==> src/shared/unbe_pkg.sv <==
// Shared constants, register map and types of the serial port
package unbe_pkg;
   localparam int unsigned ADDR_W = 12;
   localparam int unsigned DATA_W = 32;
   localparam int unsigned DIV_W  = 13;
   localparam int unsigned SEL_W  = 4;

   // Register indices; byte address is four times the index
   localparam logic [7:0] IDX_BAUD_HI    = 8'h40;
   localparam logic [7:0] IDX_BAUD_LO    = 8'h41;
   localparam logic [7:0] IDX_CTRL_ONE   = 8'h42;
   localparam logic [7:0] IDX_CTRL_TWO   = 8'h43;
   localparam logic [7:0] IDX_STATUS     = 8'h44;
   localparam logic [7:0] IDX_CTRL_THREE = 8'h46;
   localparam logic [7:0] IDX_DATA       = 8'h47;

   // Reset values
   localparam logic [DIV_W-1:0] BAUD_RESET     = 13'h0001;
   localparam logic [7:0]       CTRL_ONE_RESET = 8'h00;
   localparam logic [7:0]       CTRL_TWO_RESET = 8'h00;
   localparam logic [7:0]       DATA_RESET     = 8'h00;
   localparam logic [7:0]       STATUS_RESET   = 8'hc0;
   localparam logic [7:0]       CTRL3_RESET    = 8'h00;

   // Field positions in control one and two; width of baud high
   localparam int unsigned C1_LOOP = 7;
   localparam int unsigned C1_RECEIVER_SOURCE_SELECT = 5;
   localparam int unsigned C1_M    = 4;
   localparam int unsigned C1_PE   = 1;
   localparam int unsigned C1_PT   = 0;
   localparam int unsigned C2_TE   = 3;
   localparam int unsigned C2_RE   = 2;
   localparam int unsigned BAUD_HI_W = 5;

   // Sixteen sub-bit samples per bit, counted RT1 as 0
   localparam logic [3:0] RT3      = 4'h2;
   localparam logic [3:0] RT5      = 4'h4;
   localparam logic [3:0] RT7      = 4'h6;
   localparam logic [3:0] RT8      = 4'h7;
   localparam logic [3:0] RT9      = 4'h8;
   localparam logic [3:0] RT10     = 4'h9;
   localparam logic [3:0] RT16     = 4'hf;
   localparam logic [3:0] RT_RESYNC = 4'ha;
   localparam logic [3:0] RT2      = 4'h1;

   // Transmit frame lengths with start and stop; receive data bit counts; parity masks
   localparam logic [3:0] TX_LEN8 = 4'ha;
   localparam logic [3:0] TX_LEN9 = 4'hb;
   localparam logic [3:0] RX_BITS8 = 4'h8;
   localparam logic [3:0] RX_BITS9 = 4'h9;
   localparam logic [8:0] MASK_PAR8 = 9'h07f;
   localparam logic [8:0] MASK_PAR9 = 9'h0ff;

   typedef struct packed {
      logic rx9;
      logic tx9;
      logic pin_dir;
      logic inv;
      logic overrun_irq_enable;
      logic noise_irq_enable;
      logic framing_irq_enable;
      logic parity_irq_enable;
   } unbe_ctrl3_t;

   typedef struct packed {
      logic tdre;
      logic tc;
      logic rdrf;
      logic idle;
      logic ovr;
      logic noise;
      logic frame;
      logic parity;
   } unbe_status_t;

   typedef struct packed {
      logic [8:0] word;
      logic       noise;
      logic       frame;
      logic       parity;
   } unbe_rx_frame_t;

   typedef enum logic [1:0] {TX_IDLE = 2'b00, TX_SHIFT = 2'b01} unbe_tx_state_t;
   typedef enum logic [1:0] {
      RX_HUNT  = 2'b00,
      RX_START = 2'b01,
      RX_DATA  = 2'b11,
      RX_STOP  = 2'b10
   } unbe_rx_state_t;

   function automatic logic idx_hit(input logic [ADDR_W-1:0] adr, input logic [7:0] idx);
      return adr == {2'b00, idx, 2'b00};
   endfunction

   function automatic logic parity_of(input logic [8:0] bits, input logic [8:0] mask,
                                      input logic odd);
      return (^(bits & mask)) ^ odd;
   endfunction

   function automatic logic majority(input logic [2:0] s);
      return (s[0] & s[1]) | (s[0] & s[2]) | (s[1] & s[2]);
   endfunction
endpackage

==> src/verilog/unbe_baud_gen.sv <==
// Baud generator giving one tick per sixteenth of a bit
`timescale 1ns/10ps
module unbe_baud_gen #(
   parameter int unsigned DIV_W = 13
) (
   input  wire logic             mclk,
   input  wire logic             rst_n,
   input  wire logic [DIV_W-1:0] divisor,
   output logic                  tick
);
   logic [DIV_W-1:0] count;

   always_ff @(posedge mclk) begin
      if (!rst_n || divisor == '0) begin
         count <= '0;
         tick  <= 1'b0;
      end else if (count >= divisor - 1'b1) begin
         count <= '0;
         tick  <= 1'b1;
      end else begin
         count <= count + 1'b1;
         tick  <= 1'b0;
      end
   end
endmodule // unbe_baud_gen

==> src/verilog/unbe_serial_port.sv <==
// Serial port with ninth bit, error interrupt and classic Wishbone registers
// How it works
// - Control three bit 7 reads ninth received bit
// - Bit 6 gives ninth transmitted bit in nine-bit mode when parity is off
// - Bit 5 sets single-wire pin direction
// - Bit 4 inverts whole transmit line
// - Bit 3 gates overrun onto interrupt
// - Bit 2 gates noise onto interrupt
// - Bit 1 gates framing error onto interrupt
// - Bit 0 gates parity error onto interrupt
// - Data address: read receive, write transmit buffer
// - Data accesses finish status flag clearing
// - Independent transmitter, receiver, one baud generator
// - Baud generator runs on die-to-die clock
// - Receiver realigns on data-bit falling edges at RT_RESYNC or later
// - Both ends keep baud rates closely matched
// - Frame: low start, data LSB first, high stop
// - Transmit shifter ten or eleven bits
// - Receiver samples sixteen times per bit
`timescale 1ns/10ps
module unbe_serial_port (
   input  wire logic                         mclk,
   input  wire logic                         rst_n,
   input  wire logic                         wb_cyc,
   input  wire logic                         wb_stb,
   input  wire logic                         wb_we,
   input  wire logic [unbe_pkg::ADDR_W-1:0]  wb_adr,
   input  wire logic [unbe_pkg::SEL_W-1:0]   wb_sel,
   input  wire logic [unbe_pkg::DATA_W-1:0]  wb_dat_w,
   output logic      [unbe_pkg::DATA_W-1:0]  wb_dat_r,
   output logic                              wb_ack,
   input  wire logic                         rx_pin,
   input  wire logic                         tx_pin_in,
   output logic                              tx_pin,
   output logic                              tx_pin_oe_n,
   output logic                              error_irq
);
   logic [unbe_pkg::DIV_W-1:0] baud_div;
   logic [7:0]                 ctrl_one;
   logic [7:0]                 ctrl_two;
   unbe_pkg::unbe_ctrl3_t      ctrl3;
   unbe_pkg::unbe_status_t     status;
   logic [7:0]                 rx_buf;
   logic [7:0]                 tx_buf;
   logic                       tick;
   logic                       req;
   logic                       wr;
   logic                       rd;
   logic                       rx_arm;
   logic                       tx_arm;
   logic                       data_rd_clear;
   logic                       data_wr_clear;
   logic                       nine;
   logic                       single_wire;

   assign req  = wb_cyc & wb_stb & ~wb_ack;
   assign wr   = req & wb_we & wb_sel[0];
   assign rd   = req & ~wb_we;
   assign nine = ctrl_one[unbe_pkg::C1_M];
   assign single_wire = ctrl_one[unbe_pkg::C1_LOOP] & ctrl_one[unbe_pkg::C1_RECEIVER_SOURCE_SELECT];

   // Shared baud generator on the die-to-die clock
   unbe_baud_gen #(
      .DIV_W   (unbe_pkg::DIV_W)
   ) u_baud (
      .mclk    (mclk),
      .rst_n   (rst_n),
      .divisor (baud_div),
      .tick    (tick)
   );

   // Bus acknowledge and read data
   always_ff @(posedge mclk) begin
      if (!rst_n) begin
         wb_ack   <= 1'b0;
         wb_dat_r <= 32'h0000_0000;
      end else begin
         wb_ack <= req;
         if (rd) begin
            wb_dat_r <= 32'h0000_0000;
            if (unbe_pkg::idx_hit(wb_adr, unbe_pkg::IDX_BAUD_HI)) begin
               wb_dat_r[unbe_pkg::BAUD_HI_W-1:0] <=
                  baud_div[unbe_pkg::DIV_W-1:unbe_pkg::DIV_W-unbe_pkg::BAUD_HI_W];
            end else if (unbe_pkg::idx_hit(wb_adr, unbe_pkg::IDX_BAUD_LO)) begin
               wb_dat_r[7:0] <= baud_div[7:0];
            end else if (unbe_pkg::idx_hit(wb_adr, unbe_pkg::IDX_CTRL_ONE)) begin
               wb_dat_r[7:0] <= ctrl_one;
            end else if (unbe_pkg::idx_hit(wb_adr, unbe_pkg::IDX_CTRL_TWO)) begin
               wb_dat_r[7:0] <= ctrl_two;
            end else if (unbe_pkg::idx_hit(wb_adr, unbe_pkg::IDX_STATUS)) begin
               wb_dat_r[7:0] <= status;
            end else if (unbe_pkg::idx_hit(wb_adr, unbe_pkg::IDX_CTRL_THREE)) begin
               wb_dat_r[7:0] <= ctrl3;
            end else if (unbe_pkg::idx_hit(wb_adr, unbe_pkg::IDX_DATA)) begin
               wb_dat_r[7:0] <= rx_buf;
            end
         end
      end
   end

   // Writable configuration registers
   always_ff @(posedge mclk) begin
      if (!rst_n) begin
         baud_div <= unbe_pkg::BAUD_RESET;
         ctrl_one <= unbe_pkg::CTRL_ONE_RESET;
         ctrl_two <= unbe_pkg::CTRL_TWO_RESET;
      end else if (wr) begin
         if (unbe_pkg::idx_hit(wb_adr, unbe_pkg::IDX_BAUD_HI)) begin
            baud_div[unbe_pkg::DIV_W-1:unbe_pkg::DIV_W-unbe_pkg::BAUD_HI_W] <=
               wb_dat_w[unbe_pkg::BAUD_HI_W-1:0];
         end
         if (unbe_pkg::idx_hit(wb_adr, unbe_pkg::IDX_BAUD_LO)) begin
            baud_div[7:0] <= wb_dat_w[7:0];
         end
         if (unbe_pkg::idx_hit(wb_adr, unbe_pkg::IDX_CTRL_ONE)) begin
            ctrl_one <= wb_dat_w[7:0];
         end
         if (unbe_pkg::idx_hit(wb_adr, unbe_pkg::IDX_CTRL_TWO)) begin
            ctrl_two <= wb_dat_w[7:0];
         end
      end
   end

   // Transmit buffer, loaded on every data write that selects byte lane 0
   always_ff @(posedge mclk) begin
      if (!rst_n) begin
         tx_buf <= unbe_pkg::DATA_RESET;
      end else if (wr && unbe_pkg::idx_hit(wb_adr, unbe_pkg::IDX_DATA)) begin
         tx_buf <= wb_dat_w[7:0];
      end
   end

   // Clearing sequence: status read arms, data access completes
   assign data_rd_clear = rd & rx_arm & unbe_pkg::idx_hit(wb_adr, unbe_pkg::IDX_DATA);
   assign data_wr_clear = wr & tx_arm & unbe_pkg::idx_hit(wb_adr, unbe_pkg::IDX_DATA);

   always_ff @(posedge mclk) begin
      if (!rst_n) begin
         rx_arm <= 1'b0;
         tx_arm <= 1'b0;
      end else if (rd && unbe_pkg::idx_hit(wb_adr, unbe_pkg::IDX_STATUS)) begin
         rx_arm <= status.rdrf | status.ovr | status.noise | status.frame | status.parity;
         tx_arm <= status.tdre | status.tc;
      end else begin
         if (data_rd_clear) begin
            rx_arm <= 1'b0;
         end
         if (data_wr_clear) begin
            tx_arm <= 1'b0;
         end
      end
   end

   // Transmitter
   unbe_pkg::unbe_tx_state_t tx_state;
   logic [10:0]              tx_shift;
   logic [3:0]               tx_left;
   logic [3:0]               tx_rt;
   logic                     bit_tick;
   logic                     tx_take;
   logic                     tx_done;
   logic                     tx_line;
   logic                     tx_ready;
   logic [8:0]               tx_word;
   logic [10:0]              tx_frame;

   assign bit_tick = tick & (tx_rt == unbe_pkg::RT16);
   assign tx_ready = ctrl_two[unbe_pkg::C2_TE] & ~status.tdre;
   assign tx_line  = (tx_state == unbe_pkg::TX_SHIFT) ? tx_shift[0] : 1'b1;

   always_comb begin
      tx_word = nine ? {ctrl3.tx9, tx_buf} : {1'b1, tx_buf};
      if (ctrl_one[unbe_pkg::C1_PE]) begin
         if (nine) begin
            tx_word[8] = unbe_pkg::parity_of(tx_word, unbe_pkg::MASK_PAR9,
                                             ctrl_one[unbe_pkg::C1_PT]);
         end else begin
            tx_word[7] = unbe_pkg::parity_of(tx_word, unbe_pkg::MASK_PAR8,
                                             ctrl_one[unbe_pkg::C1_PT]);
         end
      end
      tx_frame = {1'b1, tx_word, 1'b0};
   end

   always_ff @(posedge mclk) begin
      if (!rst_n) begin
         tx_rt <= 4'h0;
      end else if (tick) begin
         tx_rt <= tx_rt + 1'b1;
      end
   end

   always_ff @(posedge mclk) begin
      if (!rst_n) begin
         tx_state <= unbe_pkg::TX_IDLE;
         tx_shift <= '1;
         tx_left  <= 4'h0;
         tx_take  <= 1'b0;
         tx_done  <= 1'b0;
      end else begin
         tx_take <= 1'b0;
         tx_done <= 1'b0;
         if (bit_tick) begin
            unique case (tx_state)
               unbe_pkg::TX_IDLE: begin
                  if (tx_ready) begin
                     tx_shift <= tx_frame;
                     tx_left  <= nine ? unbe_pkg::TX_LEN9 : unbe_pkg::TX_LEN8;
                     tx_take  <= 1'b1;
                     tx_state <= unbe_pkg::TX_SHIFT;
                  end
               end
               unbe_pkg::TX_SHIFT: begin
                  if (tx_left == 4'h1) begin
                     if (tx_ready) begin
                        tx_shift <= tx_frame;
                        tx_left  <= nine ? unbe_pkg::TX_LEN9 : unbe_pkg::TX_LEN8;
                        tx_take  <= 1'b1;
                     end else begin
                        tx_state <= unbe_pkg::TX_IDLE;
                        tx_done  <= 1'b1;
                     end
                  end else begin
                     tx_shift <= {1'b1, tx_shift[10:1]};
                     tx_left  <= tx_left - 1'b1;
                  end
               end
            endcase
         end
      end
   end

   // Pin drive and direction
   always_ff @(posedge mclk) begin
      if (!rst_n) begin
         tx_pin      <= 1'b1;
         tx_pin_oe_n <= 1'b1;
      end else begin
         tx_pin <= tx_line ^ ctrl3.inv;
         if (single_wire) begin
            tx_pin_oe_n <= ~ctrl3.pin_dir;
         end else begin
            tx_pin_oe_n <= ~(ctrl_two[unbe_pkg::C2_TE] | (tx_state == unbe_pkg::TX_SHIFT));
         end
      end
   end

   // Input synchronisers
   logic rx_s1;
   logic rx_s2;
   logic txp_s1;
   logic txp_s2;
   logic rx_line;

   always_ff @(posedge mclk) begin
      if (!rst_n) begin
         rx_s1  <= 1'b1;
         rx_s2  <= 1'b1;
         txp_s1 <= 1'b1;
         txp_s2 <= 1'b1;
      end else begin
         rx_s1  <= rx_pin;
         rx_s2  <= rx_s1;
         txp_s1 <= tx_pin_in;
         txp_s2 <= txp_s1;
      end
   end

   always_comb begin
      if (single_wire) begin
         rx_line = txp_s2;
      end else if (ctrl_one[unbe_pkg::C1_LOOP]) begin
         rx_line = tx_line;
      end else begin
         rx_line = rx_s2;
      end
   end

   // Receiver
   unbe_pkg::unbe_rx_state_t rx_state;
   unbe_pkg::unbe_rx_frame_t rx_frame;
   logic [2:0]               hist;
   logic [2:0]               votes;
   logic [3:0]               rx_rt;
   logic [3:0]               rx_bit;
   logic [8:0]               rx_shift;
   logic                     rx_noise;
   logic                     rx_done;
   logic                     falling;
   logic                     bit_val;
   logic                     bit_noisy;
   logic                     resync;
   logic                     rx_par_bad;

   assign falling   = (hist == 3'b111) & ~rx_line;
   assign bit_val   = unbe_pkg::majority({votes[1:0], rx_line});
   assign bit_noisy = ~(&{votes[1:0], rx_line}) & (|{votes[1:0], rx_line});
   assign resync    = (rx_state == unbe_pkg::RX_DATA) & falling &
                      (rx_rt >= unbe_pkg::RT_RESYNC);
   assign rx_par_bad = ctrl_one[unbe_pkg::C1_PE] &
                       (nine ? (unbe_pkg::parity_of(rx_shift, unbe_pkg::MASK_PAR9,
                                                    ctrl_one[unbe_pkg::C1_PT]) != rx_shift[8])
                             : (unbe_pkg::parity_of(rx_shift, unbe_pkg::MASK_PAR8,
                                                    ctrl_one[unbe_pkg::C1_PT]) != rx_shift[7]));

   always_ff @(posedge mclk) begin
      if (!rst_n) begin
         rx_state <= unbe_pkg::RX_HUNT;
         hist     <= 3'b000;
         votes    <= 3'b000;
         rx_rt    <= 4'h0;
         rx_bit   <= 4'h0;
         rx_shift <= 9'h000;
         rx_noise <= 1'b0;
         rx_done  <= 1'b0;
         rx_frame <= '0;
      end else begin
         rx_done <= 1'b0;
         if (tick && ctrl_two[unbe_pkg::C2_RE]) begin
            hist  <= {hist[1:0], rx_line};
            votes <= {votes[1:0], rx_line};
            rx_rt <= rx_rt + 1'b1;
            unique case (rx_state)
               unbe_pkg::RX_HUNT: begin
                  if (falling) begin
                     rx_state <= unbe_pkg::RX_START;
                     rx_rt    <= unbe_pkg::RT2;
                     rx_noise <= 1'b0;
                  end
               end
               unbe_pkg::RX_START: begin
                  if (rx_rt == unbe_pkg::RT7) begin
                     if (unbe_pkg::majority({votes[2], votes[0], rx_line})) begin
                        rx_state <= unbe_pkg::RX_HUNT;
                     end
                  end else if (rx_rt == unbe_pkg::RT16) begin
                     rx_state <= unbe_pkg::RX_DATA;
                     rx_bit   <= 4'h0;
                  end
               end
               unbe_pkg::RX_DATA: begin
                  if (rx_rt == unbe_pkg::RT10) begin
                     rx_shift[rx_bit] <= bit_val;
                     rx_noise <= rx_noise | bit_noisy;
                  end
                  if (rx_rt == unbe_pkg::RT16 || resync) begin
                     if (resync) begin
                        rx_rt <= unbe_pkg::RT2;
                     end
                     if (rx_bit == (nine ? unbe_pkg::RX_BITS9 : unbe_pkg::RX_BITS8) - 1'b1) begin
                        rx_state <= unbe_pkg::RX_STOP;
                     end else begin
                        rx_bit <= rx_bit + 1'b1;
                     end
                  end
               end
               unbe_pkg::RX_STOP: begin
                  if (rx_rt == unbe_pkg::RT10) begin
                     rx_state        <= unbe_pkg::RX_HUNT;
                     rx_done         <= 1'b1;
                     rx_frame.word   <= nine ? rx_shift : {1'b0, rx_shift[7:0]};
                     rx_frame.noise  <= rx_noise | bit_noisy;
                     rx_frame.frame  <= ~bit_val;
                     rx_frame.parity <= rx_par_bad;
                     if (!bit_val && rx_shift != 9'h000) begin
                        hist <= 3'b111;
                     end
                  end
               end
            endcase
         end
      end
   end

   // Status flags and receive buffer; set wins over clear
   always_ff @(posedge mclk) begin
      if (!rst_n) begin
         status    <= unbe_pkg::STATUS_RESET;
         rx_buf    <= unbe_pkg::DATA_RESET;
      end else begin
         status.idle <= 1'b0;
         if (data_rd_clear) begin
            status.rdrf   <= 1'b0;
            status.ovr    <= 1'b0;
            status.noise  <= 1'b0;
            status.frame  <= 1'b0;
            status.parity <= 1'b0;
         end
         if (data_wr_clear) begin
            status.tdre <= 1'b0;
            status.tc   <= 1'b0;
         end
         if (tx_take) begin
            status.tdre <= 1'b1;
         end
         if (tx_done) begin
            status.tc <= 1'b1;
         end
         if (rx_done && !(status.frame && !data_rd_clear)) begin
            if (status.rdrf && !data_rd_clear) begin
               status.ovr <= 1'b1;
            end else begin
               rx_buf        <= rx_frame.word[7:0];
               status.rdrf   <= 1'b1;
               status.noise  <= rx_frame.noise;
               status.frame  <= rx_frame.frame;
               status.parity <= rx_frame.parity;
            end
         end
      end
   end

   // Control three; bit 7 follows each accepted frame
   logic rx_accept;

   assign rx_accept = rx_done & ~(status.frame & ~data_rd_clear) &
                      ~(status.rdrf & ~data_rd_clear);

   always_ff @(posedge mclk) begin
      if (!rst_n) begin
         ctrl3 <= unbe_pkg::CTRL3_RESET;
      end else begin
         if (rx_accept) begin
            ctrl3.rx9 <= rx_frame.word[8];
         end
         if (wr && unbe_pkg::idx_hit(wb_adr, unbe_pkg::IDX_CTRL_THREE)) begin
            ctrl3[6:0] <= wb_dat_w[6:0];
         end
      end
   end

   // Masked error interrupt request
   always_ff @(posedge mclk) begin
      if (!rst_n) begin
         error_irq <= 1'b0;
      end else begin
         error_irq <= (status.ovr & ctrl3.overrun_irq_enable)
                    | (status.noise & ctrl3.noise_irq_enable)
                    | (status.frame & ctrl3.framing_irq_enable)
                    | (status.parity & ctrl3.parity_irq_enable);
      end
   end
endmodule // unbe_serial_port

==> config.mk <==
export PLATFORM = sky130hd
export DESIGN_NAME = unbe_serial_port
export DESIGN_NICKNAME = d
export VERILOG_FILES = /design/src/shared/unbe_pkg.sv /design/src/verilog/unbe_baud_gen.sv /design/src/verilog/unbe_serial_port.sv
export SDC_FILE = /design/constraint.sdc
export NUM_CORES = 1
export LEC_CHECK = 0
export ABC_CLOCK_PERIOD_IN_PS = 3730
export BUFFER_PORTS_ARGS = -buffer_cell sky130_fd_sc_hd__clkbuf_2
export CORE_MARGIN = 4
export CORE_UTILIZATION = 35
export CTS_BUF_LIST = sky130_fd_sc_hd__clkbuf_8
export CTS_CLUSTER_DIAMETER = 80
export CTS_CLUSTER_SIZE = 16
export DETAILED_ROUTE_END_ITERATION = 8
export PLACE_DENSITY_LB_ADDON = 0.3
export SETUP_SLACK_MARGIN = 0.02
export SLEW_MARGIN = 20
export SYNTH_ARGS = -nofsm -noshare
export SYNTH_HDL_FRONTEND = slang
export SYNTH_SLANG_ARGS = --single-unit
==> constraint.sdc <==
create_clock -name mclk -period 3.73 [get_ports mclk]
set_clock_uncertainty 0.1 [all_clocks]
set_input_delay 0.5595 -clock mclk [delete_from_list [all_inputs] [get_ports mclk]]
set_output_delay 0.5595 -clock mclk [all_outputs]
set_load 0.01 [all_outputs]
# Yosys cells after proc, flatten, opt, wreduce, memory -nomap -nowiden
# Cells that the tools add are included.
[totals]
word_cells = 278
output_inout_bits = 36
regBits = 155
input_bits = 55
[op_classes]
reduce_logical = 46
mux = 73
n_lt_le_gt_ge = 4
eq_ne = 33
addsub = 7
bitwise_logic = 62
[op_table]
columns = ["op", "count"]
rows = [
  ["$eq 12x9->1 const B", 7],
  ["$mux 8", 6],
  ["$mux 4", 11],
  ["$reduce_xor 9->1", 4],
  ["$and 1x1->1", 30],
  ["$mux 1", 25],
  ["$pmux 4 s2", 3],
  ["$mux 11", 2],
  ["$mux 2", 11],
  ["$pmux 11 s2", 1],
  ["$mux 9", 2],
  ["$ne 2x2->1 const B", 8],
  ["$mux 3", 5],
  ["$or 1x1->1", 14],
  ["$add 13x1->13 const B", 1],
  ["$ge 13x13->1", 1],
  ["$logic_not 13->1", 1],
  ["$not 1->1", 13],
  ["$sub 13x1->13 const B", 1],
  ["$add 4x1->4 const B", 3],
  ["$eq 4x4->1 const B", 3],
  ["$reduce_and 2->1", 6],
  ["$reduce_and 3->1", 4],
  ["$reduce_and 4->1", 3],
  ["other kinds (30)", 60],
]

# Longest topological paths before layout
# Gate-level depths: netlist of run 1.
[logic_depth]
word_depth = 12
mapped_depth = 13
ltp_nobuf = 12

# Hierarchy
# A second synthesis of run 1 with hierarchy kept.
[hier_totals]
cells_unflattened = 931
hier_area_um2 = 7918.8
[by_module_without_submodules]
columns = ["module", "seq_area_each_um2", "area_per_inst_um2", "instances", "cells_each"]
rows = [
  ["unbe_serial_port", 2782.7, 6766.5, 1, 803],
  ["unbe_baud_gen", 280.3, 1152.4, 1, 128],
]

# Worst setup path after synthesis of run 1
# No wires, ideal clock.
[synth_timing]
path_type = "reg2reg"
from = "register baud_div[6] (netlist bit)"
to = "register u_baud.count[10]"
setup_time_ns = 0.064
setup_slack_ns = 0.711
n_path_buf = 2
synth_period_minus_slack_ns = 3.019
arrival_time_ns = 2.855
stages_incl_launch_ff = 13
t_required_ns = 3.566
cell_sequence = "dfxtp_1 -> clkbuf_1 -> or4_1 -> nor4_1 -> xnor2_1 -> ha_1 -> nand4_1 -> nor2_1 -> a221oi_1 -> o21ai_0 -> or3_1 -> buf_2 -> nor2_1"
[synth_between]
elab_chain_len = 3
[synth_lines]
columns = ["element", "line_no", "source"]
rows = [
  ["start, declared", "unbe_serial_port.sv:38", "logic [unbe_pkg::DIV_W-1:0] baud_div;"],
  ["start signal, assigned", "unbe_serial_port.sv:104", "baud_div <= unbe_pkg::BAUD_RESET;"],
  ["start signal, assigned by index", "unbe_serial_port.sv:109", "baud_div[unbe_pkg::DIV_W-1:unbe_pkg::DIV_W-unbe_pkg::BAUD_HI_W] <="],
  ["$sub 13x1->13 or $logic_not 13->1 (tied branches)", "unbe_baud_gen.sv:17, unbe_baud_gen.sv:14", ""],
  ["$ge 13x13->1 or $logic_or 1x1->1 (tied branches)", "unbe_baud_gen.sv:17, unbe_baud_gen.sv:14", ""],
  ["$reduce_or 2->1 (no line) *", "-", ""],
  ["end signal, assigned", "unbe_baud_gen.sv:21", "count <= count + 1'b1;"],
  ["end, declared", "unbe_baud_gen.sv:11", "logic [DIV_W-1:0] count;"],
]
# Mark *: on every way between the ends. The rest lies on a longest branch, timed or not.
# A chain may end at the register's enable or synchronous reset.

# Worst setup path after layout of run 1
[layout_timing]
from = "register baud_div[6] (netlist bit)"
to = "register u_baud.count[0]"
# The elaborated chain is that of the path after synthesis.

==> flow_summary.toml, run 1 <==
[outcome]
outcome = "finished, final reports clean"

[hold_path]
min-delay-path-class = "input pin to flop"

[yosys]
synth.yosys.seq_area_share_pct = 39.1
synth_cell_types = 69
synth_flop_cell = "dfxtp_1"
synthArstFlopShare_pct = 0
synth_cells = 939
yosys.area.top_type = "dfxtp_1"
yosys_warnings = 0
ys_ff_latch = 153
yosysTopAreaCellShare_pct = 39.1
synth_edf_count = 0
netlist_area_um2 = 7830
ys_top_cells_by_area = "dfxtp_1 39%, mux2i_1 6.6%, a21oi_1 5.7%"
syn_area_per_cell_um2 = 8.34

[route]
wl_met3_um = 796
viasPerCell = 5.10
routed-wl-met2_mm = 8.52
first_iter_violations = 418
remaining_drc_errors = 0
ant_nets = 0
drt_wl_total_mm = 18.6
wl_per_cell_um = 14.9
top_layer = "met4"
via_count = 6378
wl_met1_mm = 9.14
first_pass_iters = 5

[worst_setup_path]
critPathTopFamily = "simple AND/OR/NAND/NOR gates"
max_stage_delay_ns = 0.57
path_common_cell = "nor2_1"
start_kind = "flop"
crit_path_end_kind = "flop"
critical_path_class = "flop to flop"
path_max_fanout = 13
worst-path-buf-inv = 0
worst_path_max_delay_cell = "or4_1"
arrival_ns = 3.48
worstPathRequired_ns = 4.01
path_cells = "or4_1 > nor4_1 > xnor2_1 > ha_1 > nand4_1 > nor2_1 > a221oi_1 > o21ai_0 > or3_1 > nor2_1"

[clock_network]
clock_path_buffers = 2
cts_tree = "done"
cts_hold_buf = 0
cts_buffers = 17
cts.sinks = 153
postCtsSetupBuffers = 0
clk_latency_ns = 0.45
cts_resized = 0
cts.htree.levels = 4
cts.reportedPaths.clkPinSlew_ns = 0.08
root_buffer = "clkbuf_8"

[timing]
worst_pin_slew_ns = 0.799
max_freq_mhz = 313
finalSetupViolations = 0
max_slew_margin_pct = 46.4
tns_ns = 0
hold_viol = 0
rsz0062_at_grt = "false"
period_needed_ns = 3.20
fin_ws_ns = 0.532
slew_viol_final = 0
finalCritPeriodShare_pct = 85.7

[global_route]
overflow = 0
grt_max_degree = 110
antenna_found_initial = 0
grt_usage_pct = 15.2
grt_pass1_wl_mm = 30.6
grt_pass1_vias = 5941

[die]
start_util_pct = 35.8
ios = 91
die_x_um = 158
die_area_um2 = 24800
rows = 54
die_h_um = 158
core_um2 = 21900

[placement]
port_buffers = 39
globalplace.congestion = 0.786
placed_cell_area_um2 = 8190
preCtsSetupSlack_ns = 0.503
hpwl_mm = 13.0

[power]
p_total_mw = 3.12
vdd_drop_max_mv = 0.210
cellLeakagePower_nw = 2.96
power-per-cell-area_nw_per_um2 = 363

[final_layout]
final_cell_area_um2 = 8610
antenna_cells = 0
drive_gt1_share_pct = 10.5
area_delta_synth_final_pct = 9.94
fin_nets = 1046
fillers = 2213

[job]
cap_violations = 0
cell usage after synthesis (3+ instances only):
master,count
a22oi_1,5
a211oi_1,9
buf_4,24
o31ai_1,5
mux2_2,3
a21o_1,10
nand3b_1,3
dfxtp_1,153
and3_1,6
nand2b_1,12
ha_1,33
nor4_4,4
mux2i_1,52
nor2_1,103
o21ai_0,31
xor2_1,13
nand3_1,37
a31oi_1,5
clkbuf_1,38
buf_2,4
or4_1,3
a221oi_1,7
a21oi_1,89
inv_1,35
and2_1,3
xnor2_1,27
nor3_1,16
nor3b_1,5
o221a_2,3
a211o_1,3
buf_1,5
nor2b_1,8
or3_1,7
nor4_1,4
or2_2,3
nand2_1,115
o211ai_1,6
nand4_1,10
metrics by stage:
stage	cells	util (%)	hold WS [ns]
after floorplan	962	-	0.286
after global placement	1219	37.4	0.297
after detailed placement	1219	37.4	0.300
after CTS	1251	39.3	0.172
after global routing	1251	39.3	0.171
final	1251	39.3	0.193
registers in the layout, summed over array words and instances (netlist names), 9 cells and up:
register / flops
rx_frame: 12
tx_shift: 11
rx_shift: 9
baud_div: 13
u_baud.count: 13
cells by family after synthesis:
family / after synthesis / share of synthesized area (%)
muxes: 55 / 7.08
AOI/OAI and AO/OA: 198 / 15.8
xor gates and xnor gates: 40 / 4.48
DFF: 153 / 39.1
buffers and inverters: 107 / 6.34
adders and majority gates: 34 / 5.40
and+or+nand+nor: 351 / 21.8
other: 1 / 0.0479
per-layer routing:
| layer | GRT usage [%] | vias up |
|---|---|---|
| li1 | - | 3272 |
| met5 | 0 | - |
| met3 | 3.38 | 9 |
| met2 | 24.0 | 121 |
| met4 | 3.03 | 0 |
| met1 | 21.4 | 2976 |
worst paths after layout:
| kind | from | cells after the start | to | slack [ns] |
|---|---|---|---|---|
| worst max-delay path | baud_div[6] | 10 | u_baud.count[0] | 0.53 |
| worst min-delay path | rx_pin | 2 | rx_s1 | 0.19 |
| worst max register to register | baud_div[6] | 10 | u_baud.count[0] | 0.53 |
| worst min register to register | tx_take | 1 | status[7] | 0.32 |
power by group:
part,internal (mW),switching (mW)
registers,1.64,0.00677
logic,0.0391,0.101
clock network,0.684,0.655
total,2.36,0.762
layout by cell type, fill, tap and decap left out, types with 12 or more instances in the layout:
cell type  count
xnor2_1       27
inv_1         34
nand2b_1      12
ha_1          33
nand3_1       37
nor3_1        16
a21oi_1       89
clkbuf_2      39
clkbuf_8      18
nand2_1      115
o21ai_0       31
dfxtp_1      153
mux2i_1       52
conb_1        24
xor2_1        13
nor2_1       103
final cells by class:
type	count	area [um2]	area share, %
multi-input combinational	702	4360	50.7
sequential	153	3060	35.6
tap	280	350	4.07
timing repair buffer	48	275	3.20
clock buffer	18	248	2.88
clock inverter	14	173	2.01
inverter	36	136	1.58
(Power assumes the default switching activity.)
==> run 2, diff against run 1 <==
--- a/config.mk
+++ b/config.mk
@@ -5,7 +5,7 @@
 export SDC_FILE = /design/constraint.sdc
 export NUM_CORES = 1
 export LEC_CHECK = 0
-export ABC_CLOCK_PERIOD_IN_PS = 3730
+export ABC_CLOCK_PERIOD_IN_PS = 2800
 export BUFFER_PORTS_ARGS = -buffer_cell sky130_fd_sc_hd__clkbuf_2
 export CORE_MARGIN = 4
 export CORE_UTILIZATION = 35
==> constraint.sdc (replaced) <==
create_clock -name mclk -period 2.8 [get_ports mclk]
set_clock_uncertainty 0.1 [all_clocks]
set_input_delay 0.42 -clock mclk [delete_from_list [all_inputs] [get_ports mclk]]
set_output_delay 0.42 -clock mclk [all_outputs]
set_load 0.01 [all_outputs]
==> run 2 against run 1 <==
Clock power is 35% higher. Clock-buffer cell count is 1 higher. Setup slack worse by 0.51 ns. Maximum frequency is 15% higher. Total power is 34% higher. Via count is 2.4% higher. Cell area is 4.6% higher. Sequential share of layout area is 1.5 points lower. Largest power group unchanged.
==> flow_summary.toml, run 2 (same netlist as run 1, synthesis figures left out) <==
[power]
vdd_drop_max_mv = 0.222
p_total_mw = 4.19
p_switching_mw = 1.01
pwr-share-seq_pct = 52.3
power-per-cell-area_nw_per_um2 = 465
p_int_mw = 3.18
clock_power_share_pct = 43.1
swShare_pct = 24.2
cellLeakagePower_nw = 3.16
comb_power_share_pct = 4.6

[worst_setup_path]
critical_path_class = "flop to flop"
timing.rr.start = "baud_div[6]"
ff2ff_setup_slack_ns = 0.02
r2r_end = "u_baud.count[2]"
path_max_fanout = 7
start_kind = "flop"
r2r_cells = 10
arrival_ns = 3.07
worstPathRequired_ns = 3.09
crit_path_end_kind = "flop"

[timing]
rsz0062_at_grt = "true"
slew_viol_final = 0
finalSetupViolations = 0
finalCritPeriodShare_pct = 99.2
tns_ns = 0
max_slew_margin_pct = 55.7
worst_pin_slew_ns = 0.661
max_freq_mhz = 360
hold_viol = 0
period_needed_ns = 2.78

[clock_network]
clock_path_buffers = 2
clk_latency_ns = 0.45
cts.reportedPaths.clkPinSlew_ns = 0.09
cts.htree.levels = 4
cts.sinks = 153
cts_buffers = 17
cts_hold_buf = 0
root_buffer = "clkbuf_8"
cts_tree = "done"

[job]
cap_violations = 0

[die]
start_util_pct = 35.8
die_h_um = 158
ios = 91
rows = 54
die_area_um2 = 24800
die_x_um = 158
core_um2 = 21900

[final_layout]
final_cell_area_um2 = 9000
final_common_cell = "dfxtp_1"
area_delta_synth_final_pct = 15.0
multi_input_area_um2 = 4460
ff_latch_area_um2 = 3070
fin_nets = 1083
final_core_util_pct = 41.1
antenna_cells = 0
fillers = 2262
drive_gt1_share_pct = 15.9
top_regs = "baud_div (13), u_baud.count (13), rx_frame (12)"
final_cell_mix = "150 x dfxtp_1, 115 x nand2_1, 96 x nor2_1"

[placement]
hpwl_mm = 13.6
globalplace.congestion = 0.832
placed_cell_area_um2 = 8490
port_buffers = 39

[route]
viasPerCell = 5.07
wl_per_cell_um = 14.7
wl_met1_mm = 9.39
ant_nets = 0
top_layer = "met4"
remaining_drc_errors = 0
first_pass_iters = 5
routed-wl-met2_mm = 8.62
first_iter_violations = 339
drt_wl_total_mm = 18.9
via_count = 6530
wl_met3_um = 682

[global_route]
grt_usage_pct = 15.7
grt_max_degree = 67
overflow = 0
antenna_found_initial = 0
grt_pass1_vias = 6091
grt_pass1_wl_mm = 31.4

[hold_path]
hold_depth = 2
min-delay-path-class = "input pin to flop"
hp-start = "rx_pin"
min_to = "rx_s1"

[outcome]
outcome = "finished, final reports clean"
==> run 2: how the worst max path moves through the flow <==
stage / startpoint / end / slack [ns] / cells after the start
after floorplan: baud_div[7] / u_baud.count[0] / 0.02 / 11
after global placement: baud_div[7] / u_baud.count[2] / -0.02 / 10
after detailed placement: baud_div[3] / u_baud.count[12] / -0.1 / 11
after CTS: baud_div[6] / u_baud.count[2] / 0.01 / 10
after global routing: baud_div[6] / u_baud.count[2] / -0.13 / 10
final: baud_div[6] / u_baud.count[2] / 0.02 / 10
==> run 2: metrics by stage <==
step / instances / hold slack (ns) / setup WS [ns]
CTS: 1287 / 0.0127 / 0.0123
global route: 1288 / 0.0268 / -0.131
floorplan: 962 / 0.286 / 0.0185
detailed placement: 1253 / 0.298 / -0.0973
finish: 1288 / 0.0427 / 0.0226
global placement: 1253 / 0.298 / -0.0160
==> run 2: area by class of cell <==
cell class                      count  area share [%]
Timing Repair Buffer               84            6.20
Tap cell                          280            3.89
Clock buffer                       19            2.90
Clock inverter                     13            1.88
Sequential cell                   153            34.1
Multi-Input combinational cell    703            49.6
Inverter                           36            1.51
==> run 2: repair_timing <==
item                       4_1_cts  5_1_grt
buffers inserted                 1        1
hold endpoints to repair         0        0
cloned                           1        0
setup endpoints to repair       13       14
resized for setup                5       12
pin swaps                        5        5
==> run 2: per-layer routing <==
layer / GRT usage [%] / vias to the layer above
met1: 21.8 / 3046
met3: 3.05 / 17
li1: - / 3347
met5: 0 / -
met4: 4.51 / 0
met2: 24.9 / 120
==> run 2: power groups by stage <==
stage / Combinational, mW / Sequential, mW / Clock (mW)
2_1_floorplan: 0.142 / 2.24 / 0
3_3_place_gp: 0.190 / 2.24 / 0
3_5_place_dp: 0.190 / 2.24 / 0
4_1_cts: 0.191 / 2.19 / 1.86
5_1_grt: 0.210 / 2.19 / 1.96
6_report: 0.191 / 2.19 / 1.81
==> run 2: critical path, cell delays in order, from the launching register on <==
cell and delay [ns]:
dfxtp_2 0.33, or4_4 0.58, nor2_4 0.12, xnor2_2 0.07, ha_1 0.32, a21o_1 0.18
a21o_1 0.15, a221oi_2 0.25, o21ai_2 0.11, or3_4 0.40, nor2_1 0.11
